File: src/pkg/ifc_pkg.sv
/*
  Shared constants and types for the digital input supervisor.
  Assumes a single clock domain and a plain register port.
*/
// Overview of operation
// - start allowed only while permissive closed
// - permissive lost while running: coast, not-enabled
// - stop follows sampled permissive, not direct path
// - any open permissive input blocks running
// - relay follows its linked input state
// - exclusive link inert; unused link non-functional
// - threshold input closed selects settable level
// - unassigned threshold select uses internal level
// - bus-connect open: precharge, relay open, coast
// - unassigned bus-connect means always connected
// - conflicts refuse start, clear automatically
// - conflict: not ready, panel message, flash yellow
// - all config writes accepted, conflicts flagged
// - alarm A ramp and jog pair conflicts
// - alarm A momentary start without stop-clear
// - alarm B start-mode pair conflicts
// - alarm C duplicated single-assignment functions
// - direction functions conflict with any non-terminal policy (bipolar or reverse-blocked)
// - bipolar uses sign; reverse-blocked never reverses
// - status word bit one per closed input
package ifc_pkg;

  // --------------------------------------------------------------
  // sizes and register map
  // --------------------------------------------------------------
  localparam int NUM_IN = 6;
  localparam int NUM_OUT = 3;
  localparam int ADDR_W = 4;
  localparam logic [ADDR_W-1:0] REG_IN_CFG0 = 4'h0; // inputs 0..3 funcs
  localparam logic [ADDR_W-1:0] REG_IN_CFG1 = 4'h1; // inputs 4..5 funcs
  localparam logic [ADDR_W-1:0] REG_OUT_SEL = 4'h2; // relay sources
  localparam logic [ADDR_W-1:0] REG_DIR_MODE = 4'h3;
  localparam logic [ADDR_W-1:0] REG_UV_LEVEL = 4'h4;
  localparam logic [ADDR_W-1:0] REG_CTRL = 4'h5; // start/stop requests
  localparam logic [ADDR_W-1:0] REG_PIN_STATE = 4'h6;
  localparam logic [ADDR_W-1:0] REG_STATUS = 4'h7;

  localparam int FUNC_W = 5;
  localparam int SEL_W = 5;
  localparam int BUS_W = 12;
  localparam logic [BUS_W-1:0] UV_RESET = 12'h000;
  // internal level: 82 percent of nominal bus code 12'hfff
  localparam logic [BUS_W-1:0] UV_INTERNAL = 12'hd1e;

  // ctrl bits
  localparam int CTRL_START = 0;
  localparam int CTRL_STOP = 1;
  localparam int CTRL_REV = 2;

  // status bits
  localparam int ST_RUN = 0;
  localparam int ST_READY = 1;
  localparam int ST_NOT_EN = 2;
  localparam int ST_CFA = 3;
  localparam int ST_CFB = 4;
  localparam int ST_CFC = 5;
  localparam int ST_BIP = 6;
  localparam int ST_PLOSS = 7;
  localparam int ST_PRECH = 8;
  localparam int ST_REV = 9;
  localparam int ST_W = 10;

  // --------------------------------------------------------------
  // input function codes
  // --------------------------------------------------------------
  typedef enum logic [FUNC_W-1:0] {
    FN_UNUSED, FN_ENABLE, FN_CLR_FAULT, FN_AUX_FAULT, FN_STOP_FCLR,
    FN_START, FN_FWD_REV, FN_RUN, FN_RUN_FWD, FN_RUN_REV, FN_JOG,
    FN_JOG_FWD, FN_JOG_REV, FN_STOP_B, FN_BUSREG_B, FN_SPD_SEL1,
    FN_SPD_SEL2, FN_SPD_SEL3, FN_ACC2, FN_DEC2, FN_PAIRED_RAMP,
    FN_EXCL_LINK, FN_UV_SEL, FN_BUS_CONN
  } ifc_func_type;

  // relay sources: 0 = status run, 1..6 input links
  localparam logic [SEL_W-1:0] SEL_RUN = 5'h00;
  localparam logic [SEL_W-1:0] SEL_LINK0 = 5'h01;

  typedef enum logic [1:0] {
    DIR_TERMINAL, DIR_BIPOLAR, DIR_REV_DIS
  } ifc_dir_type;

  typedef struct packed {
    logic general;
    logic start_mode;
    logic duplicate;
    logic bipolar;
  } ifc_alarm_type;

endpackage

File: src/core/ifc_supervisor.sv
/*
  Digital input supervisor: permissives, relay links, undervoltage
  threshold select, bus-connect handling and conflict alarms.
  Assumes contact inputs are asynchronous and software drives a plain
  single-cycle register port on core_clk.
*/
// The plain strobed port and the address map were chosen for this implementation.
`timescale 1ns/100ps
module ifc_supervisor
  import ifc_pkg::*;
#(
  parameter int N_IN = NUM_IN
) (
  input wire logic core_clk,
  input wire logic rst_n,
  input wire logic [N_IN-1:0] pin_in,
  input wire logic [BUS_W-1:0] bus_level,
  input wire logic ref_negative,
  input wire logic [ADDR_W-1:0] reg_addr,
  input wire logic [31:0] reg_wdata,
  input wire logic reg_wr,
  input wire logic reg_rd,
  output logic [31:0] reg_rdata,
  output logic motor_run,
  output logic motor_rev,
  output logic coast_stop,
  output logic not_enabled,
  output logic drive_ready,
  output logic panel_conflict_msg,
  output logic led_flash_yellow,
  output logic power_loss,
  output logic precharge_relay,
  output logic [NUM_OUT-1:0] relay_out,
  output ifc_alarm_type alarm
);

  // ----------------------------------------------------------------
  // input synchroniser
  // ----------------------------------------------------------------
  logic [N_IN-1:0] pin_meta_q;
  logic [N_IN-1:0] pin_sync_q;

  // second stage alone feeds logic, metastability stays contained
  always_ff @(posedge core_clk or negedge rst_n) begin
    if (!rst_n) begin
      pin_meta_q <= '0;
      pin_sync_q <= '0;
    end else begin
      pin_meta_q <= pin_in;
      pin_sync_q <= pin_meta_q;
    end
  end

  // ----------------------------------------------------------------
  // configuration registers
  // ----------------------------------------------------------------
  ifc_func_type func_q [N_IN];
  logic [SEL_W-1:0] out_sel_q [NUM_OUT];
  ifc_dir_type dir_mode_q;
  logic [BUS_W-1:0] uv_level_q;
  // flat copy of the function table, read by the decode functions
  wire [N_IN*FUNC_W-1:0] func_flat;

  wire wr_cfg0 = reg_wr && (reg_addr == REG_IN_CFG0);
  wire wr_cfg1 = reg_wr && (reg_addr == REG_IN_CFG1);
  wire wr_osel = reg_wr && (reg_addr == REG_OUT_SEL);
  wire wr_dir = reg_wr && (reg_addr == REG_DIR_MODE);
  wire wr_uv = reg_wr && (reg_addr == REG_UV_LEVEL);
  wire wr_ctrl = reg_wr && (reg_addr == REG_CTRL);

  // every write lands regardless of consistency
  genvar gi;
  generate
    for (gi = 0; gi < N_IN; gi++) begin : g_func
      localparam int SLOT = gi % 4;
      wire wr_me = (gi < 4) ? wr_cfg0 : wr_cfg1;
      assign func_flat[gi*FUNC_W +: FUNC_W] = func_q[gi];
      always_ff @(posedge core_clk or negedge rst_n) begin
        if (!rst_n) begin
          func_q[gi] <= FN_UNUSED;
        end else if (wr_me) begin
          func_q[gi] <= ifc_func_type'(reg_wdata[SLOT*8 +: FUNC_W]);
        end
      end
    end
    for (gi = 0; gi < NUM_OUT; gi++) begin : g_osel
      always_ff @(posedge core_clk or negedge rst_n) begin
        if (!rst_n) begin
          out_sel_q[gi] <= SEL_RUN;
        end else if (wr_osel) begin
          out_sel_q[gi] <= reg_wdata[gi*8 +: SEL_W];
        end
      end
    end
  endgenerate

  // scalar configuration
  always_ff @(posedge core_clk or negedge rst_n) begin
    if (!rst_n) begin
      dir_mode_q <= DIR_TERMINAL;
      uv_level_q <= UV_RESET;
    end else begin
      if (wr_dir) begin
        dir_mode_q <= ifc_dir_type'(reg_wdata[1:0]);
      end
      if (wr_uv) begin
        uv_level_q <= reg_wdata[BUS_W-1:0];
      end
    end
  end

  // ----------------------------------------------------------------
  // function decode
  // ----------------------------------------------------------------
  // mask of inputs that carry a given function; the table comes in as
  // an argument so every decoding assignment wakes up on a write
  function automatic logic [N_IN-1:0] fn_mask(
    input logic [N_IN*FUNC_W-1:0] fv,
    input ifc_func_type f
  );
    logic [N_IN-1:0] m;
    m = '0;
    for (int i = 0; i < N_IN; i++) begin
      m[i] = (fv[i*FUNC_W +: FUNC_W] == f);
    end
    return m;
  endfunction

  // more than one input carries the function
  function automatic logic fn_multi(
    input logic [N_IN*FUNC_W-1:0] fv,
    input ifc_func_type f
  );
    logic [N_IN-1:0] m;
    m = fn_mask(fv, f);
    return (m & (m - 1'b1)) != '0;
  endfunction

  wire [N_IN-1:0] en_mask = fn_mask(func_flat, FN_ENABLE);
  wire [N_IN-1:0] uv_mask = fn_mask(func_flat, FN_UV_SEL);
  wire [N_IN-1:0] bc_mask = fn_mask(func_flat, FN_BUS_CONN);
  wire has_start = |fn_mask(func_flat, FN_START);
  wire has_stop_fclr = |fn_mask(func_flat, FN_STOP_FCLR);
  wire has_run = |fn_mask(func_flat, FN_RUN);
  wire has_run_f = |fn_mask(func_flat, FN_RUN_FWD);
  wire has_run_r = |fn_mask(func_flat, FN_RUN_REV);
  wire has_jog = |fn_mask(func_flat, FN_JOG);
  wire has_jog_f = |fn_mask(func_flat, FN_JOG_FWD);
  wire has_jog_r = |fn_mask(func_flat, FN_JOG_REV);
  wire has_fr = |fn_mask(func_flat, FN_FWD_REV);
  wire has_pair = |fn_mask(func_flat, FN_PAIRED_RAMP);
  wire has_acc2 = |fn_mask(func_flat, FN_ACC2);
  wire has_dec2 = |fn_mask(func_flat, FN_DEC2);
  wire has_jog_dir = has_jog_f | has_jog_r;
  wire has_run_dir = has_run_f | has_run_r;

  // ----------------------------------------------------------------
  // conflict alarms, combinational from config each cycle
  // ----------------------------------------------------------------
  wire cf_a = (has_pair && (has_acc2 || has_dec2))
    || (has_jog && has_jog_dir)
    || (has_jog_dir && has_fr)
    || (has_start && !has_stop_fclr);

  wire cf_b = ((has_start || has_run)
      && (has_run_dir || has_jog_dir))
    || (has_run_dir && (has_jog || has_fr));

  wire cf_c = fn_multi(func_flat, FN_FWD_REV)
    || fn_multi(func_flat, FN_SPD_SEL1) || fn_multi(func_flat, FN_SPD_SEL2)
    || fn_multi(func_flat, FN_SPD_SEL3) || fn_multi(func_flat, FN_RUN)
    || fn_multi(func_flat, FN_RUN_FWD) || fn_multi(func_flat, FN_RUN_REV)
    || fn_multi(func_flat, FN_JOG_FWD) || fn_multi(func_flat, FN_JOG_REV)
    || fn_multi(func_flat, FN_STOP_B) || fn_multi(func_flat, FN_BUSREG_B)
    || fn_multi(func_flat, FN_PAIRED_RAMP)
    || fn_multi(func_flat, FN_ACC2) || fn_multi(func_flat, FN_DEC2);

  wire dir_fn = has_fr || has_run_dir || has_jog_dir;
  wire cf_bip = dir_fn && (dir_mode_q != DIR_TERMINAL);
  wire any_cf = cf_a || cf_b || cf_c || cf_bip;

  assign alarm = '{general: cf_a, start_mode: cf_b,
                   duplicate: cf_c, bipolar: cf_bip};

  // ----------------------------------------------------------------
  // permissives
  // ----------------------------------------------------------------
  // any configured permissive input that is open blocks
  wire enable_ok = ((en_mask & ~pin_sync_q) == '0);
  // no bus-connect input means permanently connected
  wire bus_conn = ((bc_mask & ~pin_sync_q) == '0);
  wire start_ok = enable_ok && bus_conn && !any_cf;

  // ----------------------------------------------------------------
  // run sequencing
  // ----------------------------------------------------------------
  logic run_q;
  logic not_en_q;
  logic rev_q;
  wire start_req = wr_ctrl && reg_wdata[CTRL_START];
  wire stop_req = wr_ctrl && reg_wdata[CTRL_STOP];
  wire want_rev = wr_ctrl && reg_wdata[CTRL_REV];
  // direction policy decides reverse
  wire rev_next = (dir_mode_q == DIR_REV_DIS) ? 1'b0 :
                  (dir_mode_q == DIR_BIPOLAR) ? ref_negative : want_rev;

  // coast on lost permissive, no fault raised
  always_ff @(posedge core_clk or negedge rst_n) begin
    if (!rst_n) begin
      run_q <= 1'b0;
      not_en_q <= 1'b0;
      rev_q <= 1'b0;
    end else begin
      if (run_q && (!enable_ok || !bus_conn || stop_req)) begin
        run_q <= 1'b0;
      end else if (!run_q && start_req && start_ok) begin
        run_q <= 1'b1;
        rev_q <= rev_next;
      end else if (run_q && dir_mode_q == DIR_BIPOLAR) begin
        rev_q <= ref_negative;
      end
      not_en_q <= !enable_ok;
    end
  end

  assign motor_run = run_q;
  assign motor_rev = run_q && rev_q && (dir_mode_q != DIR_REV_DIS);
  assign coast_stop = run_q && (!enable_ok || !bus_conn);
  assign not_enabled = not_en_q;
  assign precharge_relay = bus_conn; // open when disconnected

  // ready and operator indications follow the alarm set
  assign drive_ready = !any_cf && enable_ok && bus_conn;
  assign panel_conflict_msg = any_cf;

  logic [3:0] flash_q;
  // slow divider keeps the flashing visible
  always_ff @(posedge core_clk or negedge rst_n) begin
    if (!rst_n) begin
      flash_q <= '0;
    end else begin
      flash_q <= flash_q + 4'h1;
    end
  end
  assign led_flash_yellow = any_cf && flash_q[3];

  // ----------------------------------------------------------------
  // undervoltage threshold
  // ----------------------------------------------------------------
  // unassigned select falls back to internal level
  wire use_set = (uv_mask != '0) && ((uv_mask & pin_sync_q) != '0);
  wire [BUS_W-1:0] uv_thr = use_set ? uv_level_q : UV_INTERNAL;
  logic ploss_q;
  always_ff @(posedge core_clk or negedge rst_n) begin
    if (!rst_n) begin
      ploss_q <= 1'b0;
    end else begin
      ploss_q <= bus_level < uv_thr;
    end
  end
  assign power_loss = ploss_q;

  // ----------------------------------------------------------------
  // relay outputs
  // ----------------------------------------------------------------
  // link follows input even when it has another function
  // unused input gives a dead link
  generate
    for (gi = 0; gi < NUM_OUT; gi++) begin : g_relay
      wire [SEL_W-1:0] sel = out_sel_q[gi];
      wire [SEL_W-1:0] idx = sel - SEL_LINK0;
      wire is_link = (sel >= SEL_LINK0) && (idx < SEL_W'(N_IN));
      wire [2:0] ix3 = idx[2:0];
      wire link_val = is_link && (func_q[ix3] != FN_UNUSED)
        && pin_sync_q[ix3];
      logic rly_q;
      always_ff @(posedge core_clk or negedge rst_n) begin
        if (!rst_n) begin
          rly_q <= 1'b0;
        end else begin
          rly_q <= (sel == SEL_RUN) ? run_q : link_val;
        end
      end
      assign relay_out[gi] = rly_q;
    end
  endgenerate

  // ----------------------------------------------------------------
  // register read port
  // ----------------------------------------------------------------
  wire [ST_W-1:0] status_w = {motor_rev, !bus_conn, ploss_q, cf_bip,
    cf_c, cf_b, cf_a, not_en_q, drive_ready, run_q};

  logic [31:0] rd_mux;
  // unmapped offsets read zero
  always_comb begin
    rd_mux = '0;
    case (reg_addr)
      REG_IN_CFG0: begin
        for (int i = 0; i < 4 && i < N_IN; i++) begin
          rd_mux[i*8 +: FUNC_W] = func_q[i];
        end
      end
      REG_IN_CFG1: begin
        for (int i = 4; i < N_IN; i++) begin
          rd_mux[(i-4)*8 +: FUNC_W] = func_q[i];
        end
      end
      REG_OUT_SEL: begin
        for (int i = 0; i < NUM_OUT; i++) begin
          rd_mux[i*8 +: SEL_W] = out_sel_q[i];
        end
      end
      REG_DIR_MODE: rd_mux[1:0] = dir_mode_q;
      REG_UV_LEVEL: rd_mux[BUS_W-1:0] = uv_level_q;
      REG_PIN_STATE: rd_mux[N_IN-1:0] = pin_sync_q;
      REG_STATUS: rd_mux[ST_W-1:0] = status_w;
      default: rd_mux = '0;
    endcase
  end

  always_ff @(posedge core_clk or negedge rst_n) begin
    if (!rst_n) begin
      reg_rdata <= '0;
    end else begin
      reg_rdata <= reg_rd ? rd_mux : 32'h0000_0000;
    end
  end

  // ----------------------------------------------------------------
  // checks
  // ----------------------------------------------------------------
  chk_start_permit: assert property (
    @(posedge core_clk) disable iff (!rst_n)
    (!run_q && !start_ok) |=> !run_q)
    else $error("start taken without permissive");

  chk_enable_coast: assert property (
    @(posedge core_clk) disable iff (!rst_n)
    (run_q && !enable_ok) |=> (!run_q && not_en_q))
    else $error("open permissive did not coast");

  chk_any_open: assert property (
    @(posedge core_clk) disable iff (!rst_n)
    ((en_mask & ~pin_sync_q) != '0) |-> !drive_ready)
    else $error("open permissive left ready");

  chk_bus_open: assert property (
    @(posedge core_clk) disable iff (!rst_n)
    ((bc_mask & ~pin_sync_q) != '0) |-> !precharge_relay)
    else $error("precharge relay closed while disconnected");

  chk_conflict_ready: assert property (
    @(posedge core_clk) disable iff (!rst_n)
    any_cf |-> (!drive_ready && panel_conflict_msg))
    else $error("conflict did not clear ready");

  chk_start_missing: assert property (
    @(posedge core_clk) disable iff (!rst_n)
    (has_start && !has_stop_fclr) |-> alarm.general)
    else $error("start without stop-clear not flagged");

  chk_dup_run: assert property (
    @(posedge core_clk) disable iff (!rst_n)
    fn_multi(func_flat, FN_RUN) |-> alarm.duplicate)
    else $error("duplicate run not flagged");

  chk_no_reverse: assert property (
    @(posedge core_clk) disable iff (!rst_n)
    (dir_mode_q == DIR_REV_DIS) |-> !motor_rev)
    else $error("reverse while blocked");

  chk_pin_status: assert property (
    @(posedge core_clk) disable iff (!rst_n)
    (reg_rd && reg_addr == REG_PIN_STATE)
      |=> (reg_rdata[N_IN-1:0] == $past(pin_sync_q)))
    else $error("pin state read mismatch");

endmodule

File: config.mk
export PLATFORM = sky130hd
export DESIGN_NAME = ifc_supervisor
export DESIGN_NICKNAME = d
export VERILOG_FILES = /design/src/pkg/ifc_pkg.sv /design/src/core/ifc_supervisor.sv
export SDC_FILE = /design/constraint.sdc
export NUM_CORES = 1
export LEC_CHECK = 0
export BUFFER_PORTS_ARGS = -buffer_cell sky130_fd_sc_hd__buf_2
export CELL_PAD_IN_SITES_DETAIL_PLACEMENT = 1
export CELL_PAD_IN_SITES_GLOBAL_PLACEMENT = 2
export CORE_UTILIZATION = 33
export DETAILED_ROUTE_END_ITERATION = 7
export PLACE_DENSITY = 0.89
export SLEW_MARGIN = 0
export SYNTH_ARGS = -nofsm -noshare
export SYNTH_HDL_FRONTEND = slang
export SYNTH_SLANG_ARGS = --single-unit
File: constraint.sdc
create_clock -name core_clk -period 2.72 [get_ports core_clk]
set_clock_uncertainty 0.1 [all_clocks]
set_input_delay 0.544 -clock core_clk [delete_from_list [all_inputs] [get_ports core_clk]]
set_output_delay 0.544 -clock core_clk [all_outputs]
set_load 0.005 [all_outputs]
==> results.json <==
{
  "fin_ws_ps": -722,
  "cp_top_family": "simple AND/OR/NAND/NOR gates",
  "crit_chain": "buf_4 -> or2b_2 -> o22ai_2 -> nor3_2 -> or4_4 -> o211ai_4 -> nor4_4 -> nand2_4 -> and2_4 -> buf_6",
  "nFillCells": 2327,
  "wl_per_cell_um": 25.6,
  "worstHoldPathType": "input pin to flip-flop",
  "rows": 53,
  "cts.path.max_buffers": 2,
  "gp_routability_congestion": 0.916,
  "rsz0062_at_grt": "true",
  "outcome": "finished with violations",
  "cp_max_fo": 5,
  "synth_edf_count": 0,
  "grt_pass1_wl_um": 47200,
  "cts_sinks": 105,
  "clk_pin_slew_ps": 80,
  "drtIter0Drc": 666,
  "required_ps": 2080,
  "fp.dieArea_mm2": 0.0223,
  "endpoint_kind": "output port",
  "crit_type": "flip-flop to output port",
  "wl_met2_um": 16300,
  "dr.max_layer_used": "met4",
  "final_core_util_pct": 49.3,
  "start_util_pct": 33.9,
  "maxSlewHeadroom_pct": 48.0,
  "grtUsageTotal_pct": 28.2,
  "synth_seq_cells": 105,
  "violations": "setup timing",
  "drtAntennaViolNets": 0,
  "io_pins": 107,
  "dp_hpwl_um": 22100,
  "die_w_um": 149,
  "hold_viol_final": 0,
  "ys_types": 85,
  "drc_errors": 0,
  "r2r_setup_slack_ps": -210,
  "holdWs_ps": 179,
  "synthesis.area_mm2": 0.00717,
  "pre_cts_slack_ps": -469,
  "vias": 7905,
  "grt_max_degree": 31,
  "pwr_density_cell_mw_per_mm2": 751,
  "clk_latency_ps": 370,
  "cts_inserted_buffers": 9,
  "antenna_found_initial": 1,
  "syn_to_final_growth_pct": 45.4,
  "peakVddDrop_mv": 0.406,
  "grt-ovfl-total": 0,
  "wl_um": 33400,
  "syn_area_per_cell_um2": 9.52,
  "drive_above_1_share_pct": 52.1,
  "htree_levels": 3,
  "p_leak_nw": 4.56,
  "final_nets": 1098,
  "seq_area_frac_synth_pct": 36.6,
  "critPathMaxStageDelay_ps": 580,
  "max_freq_ghz": 0.290,
  "critPathLaunchType": "flip-flop",
  "numPortBuffers": 88,
  "async_reset_ff_share_pct": 100,
  "tightest_slew_ps": 779,
  "core_region_area_mm2": 0.0212,
  "drv_cap": 0,
  "fin_crit_ps": 3440,
  "cts_root_buf": "clkbuf_16",
  "drt_first_pass_iters": 5,
  "wl_met1_um": 13100,
  "slew_violations": 0,
  "worstPathArrival_ps": 2800,
  "cts_tree": "yes",
  "ys_warn_count": 0,
  "cp_num_buf_inv": 2,
  "fp.dieH_um": 149,
  "synth_ff_type": "dfrtp_1",
  "fin_crit_sh_pct": 127,
  "viasPerCell": 6.06,
  "crit_slowest_cell": "or4_4",
  "setup_violations": 13,
  "antenna_cells": 0,
  "met3_length_um": 2330,
  "grt_pass1_vias": 8071,
  "syn_inst": 753
}
-- per-layer routing --
metal  vias up  GRT usage [%]
li1       3328              -
met1      4040           34.6
met2       412           46.8
met3       125           5.27
met4         0           14.8
met5         -              0
-- registers in the layout, summed over array words and instances, names as in the netlist --
register	count
flash_q	4
dir_mode_q	2
pin_meta_q	6
reg_rdata	23
g_relay.sel	15
func_flat	30
rev_q	1
motor_run	1
power_loss	1
g_relay.rly_q	3
not_enabled	1
uv_level_q	12
pin_sync_q	6
-- cells in the mapped netlist, types with 5 or more instances --
master	instances	area share, %
a21oi_1	22	1.5
a22oi_1	24	2.5
a31oi_1	6	0.52
and3_1	8	0.70
buf_2	11	0.77
buf_4	27	2.8
buf_6	8	1.3
clkbuf_1	18	0.94
dfrtp_1	105	37
ha_1	15	2.6
inv_1	21	1.1
mux2_2	56	8.8
mux2i_1	7	0.98
nand2_1	51	2.7
nand2b_1	23	2.0
nand3_1	14	0.98
nand3b_1	13	1.4
nand4_1	8	0.70
nor2_1	47	2.5
nor2b_1	9	0.79
nor3_1	42	2.9
nor4_1	16	1.4
o21a_1	8	0.84
o21ai_0	33	2.3
o22ai_1	26	2.3
o22ai_2	5	0.87
o32ai_1	9	1.1
or2_2	5	0.44
or3_1	6	0.52
or3b_1	7	0.86
xor2_1	9	1.1
-- layout make-up --
type / instances / area, um^2 / area share (%)
clock buffer: 9 / 225 / 2.16
clock inverter: 7 / 93.8 / 0.900
inverter: 21 / 78.8 / 0.756
multi-input combinational: 570 / 4710 / 45.2
sequential: 105 / 2650 / 25.5
tap: 275 / 344 / 3.30
timing repair buffer: 317 / 2320 / 22.2
-- cell usage in the layout, fill, tap and decap left out, types with 7 or more instances in the layout --
master	instances
nand2b_1	16
nor2b_1	9
a22oi_1	23
buf_2	83
or3b_4	11
nor3_2	11
dfrtp_2	21
inv_1	21
conb_1	9
nand3_1	13
o22ai_2	12
a21oi_1	18
o21ai_0	25
xor2_1	8
nor2_1	45
mux2_2	56
o22ai_1	13
ha_1	14
nand3b_1	13
o21ai_1	9
o22ai_4	7
nor3_1	31
dfrtp_1	84
clkbuf_16	9
nand2_1	45
nor4_1	10
nand4_1	8
buf_4	200
buf_6	31
mux2i_1	7
o21a_1	8
-- through the flow --
step	TNS (ps)	total power, W	std cells	instance area [um^2]
3_3_place_gp	-2590	0.00520	1250	9040
4_1_cts	-4850	0.00724	1292	10100
6_report	-5830	0.00783	1304	10400
3_5_place_dp	-3070	0.00531	1250	9040
2_1_floorplan	-21.0	0.00387	761	7200
5_1_grt	-6690	0.00811	1304	10400
-- report_power, final --
part,leakage (nW),switching (W),internal (W)
Clock,0.153,0.000706,0.000744
Sequential,1.30,0.000389,0.00183
Combinational,3.11,0.00210,0.00206
Total,4.56,0.00320,0.00463
-- cells by family after synthesis --
| family | synth area share (%) |
|---|---|
| other | 0.0523 |
| adders and majority gates | 2.62 |
| and+or+nand+nor | 23.8 |
| buffers and inverters | 6.94 |
| xor gates and xnor gates | 1.34 |
| DFF | 36.6 |
| AOI/OAI and AO/OA | 17.6 |
| muxes | 11.0 |
-- worst paths after layout --
path / cells after the start / startpoint / end
worst min-delay path: 1 / pin_in[1] / pin_meta_q[1]$_DFF_PN0_
worst max register to register: 15 / func_flat[17]$_DFFE_PN0P_ / reg_rdata[1]$_DFF_PN0_
worst min register to register: 0 / pin_meta_q[4]$_DFF_PN0_ / pin_sync_q[4]$_DFF_PN0_
max in group asynchronous: 3 / rst_n / func_flat[7]$_DFFE_PN0P_
worst max-delay path: 10 / func_flat[11]$_DFFE_PN0P_ / led_flash_yellow
min in group asynchronous: 2 / rst_n / flash_q[3]$_DFF_PN0_
-- repair_timing --
item / 4_1_cts / 5_1_grt
setup endpoints to repair: 14 / 14
resized for setup: 114 / 63
buffers inserted: 29 / 13
pin swaps: 31 / 30
hold endpoints to repair: 3 / 0
hold buffers: 1 / 0
No activity file was read; power rests on OpenSTA's default activity.
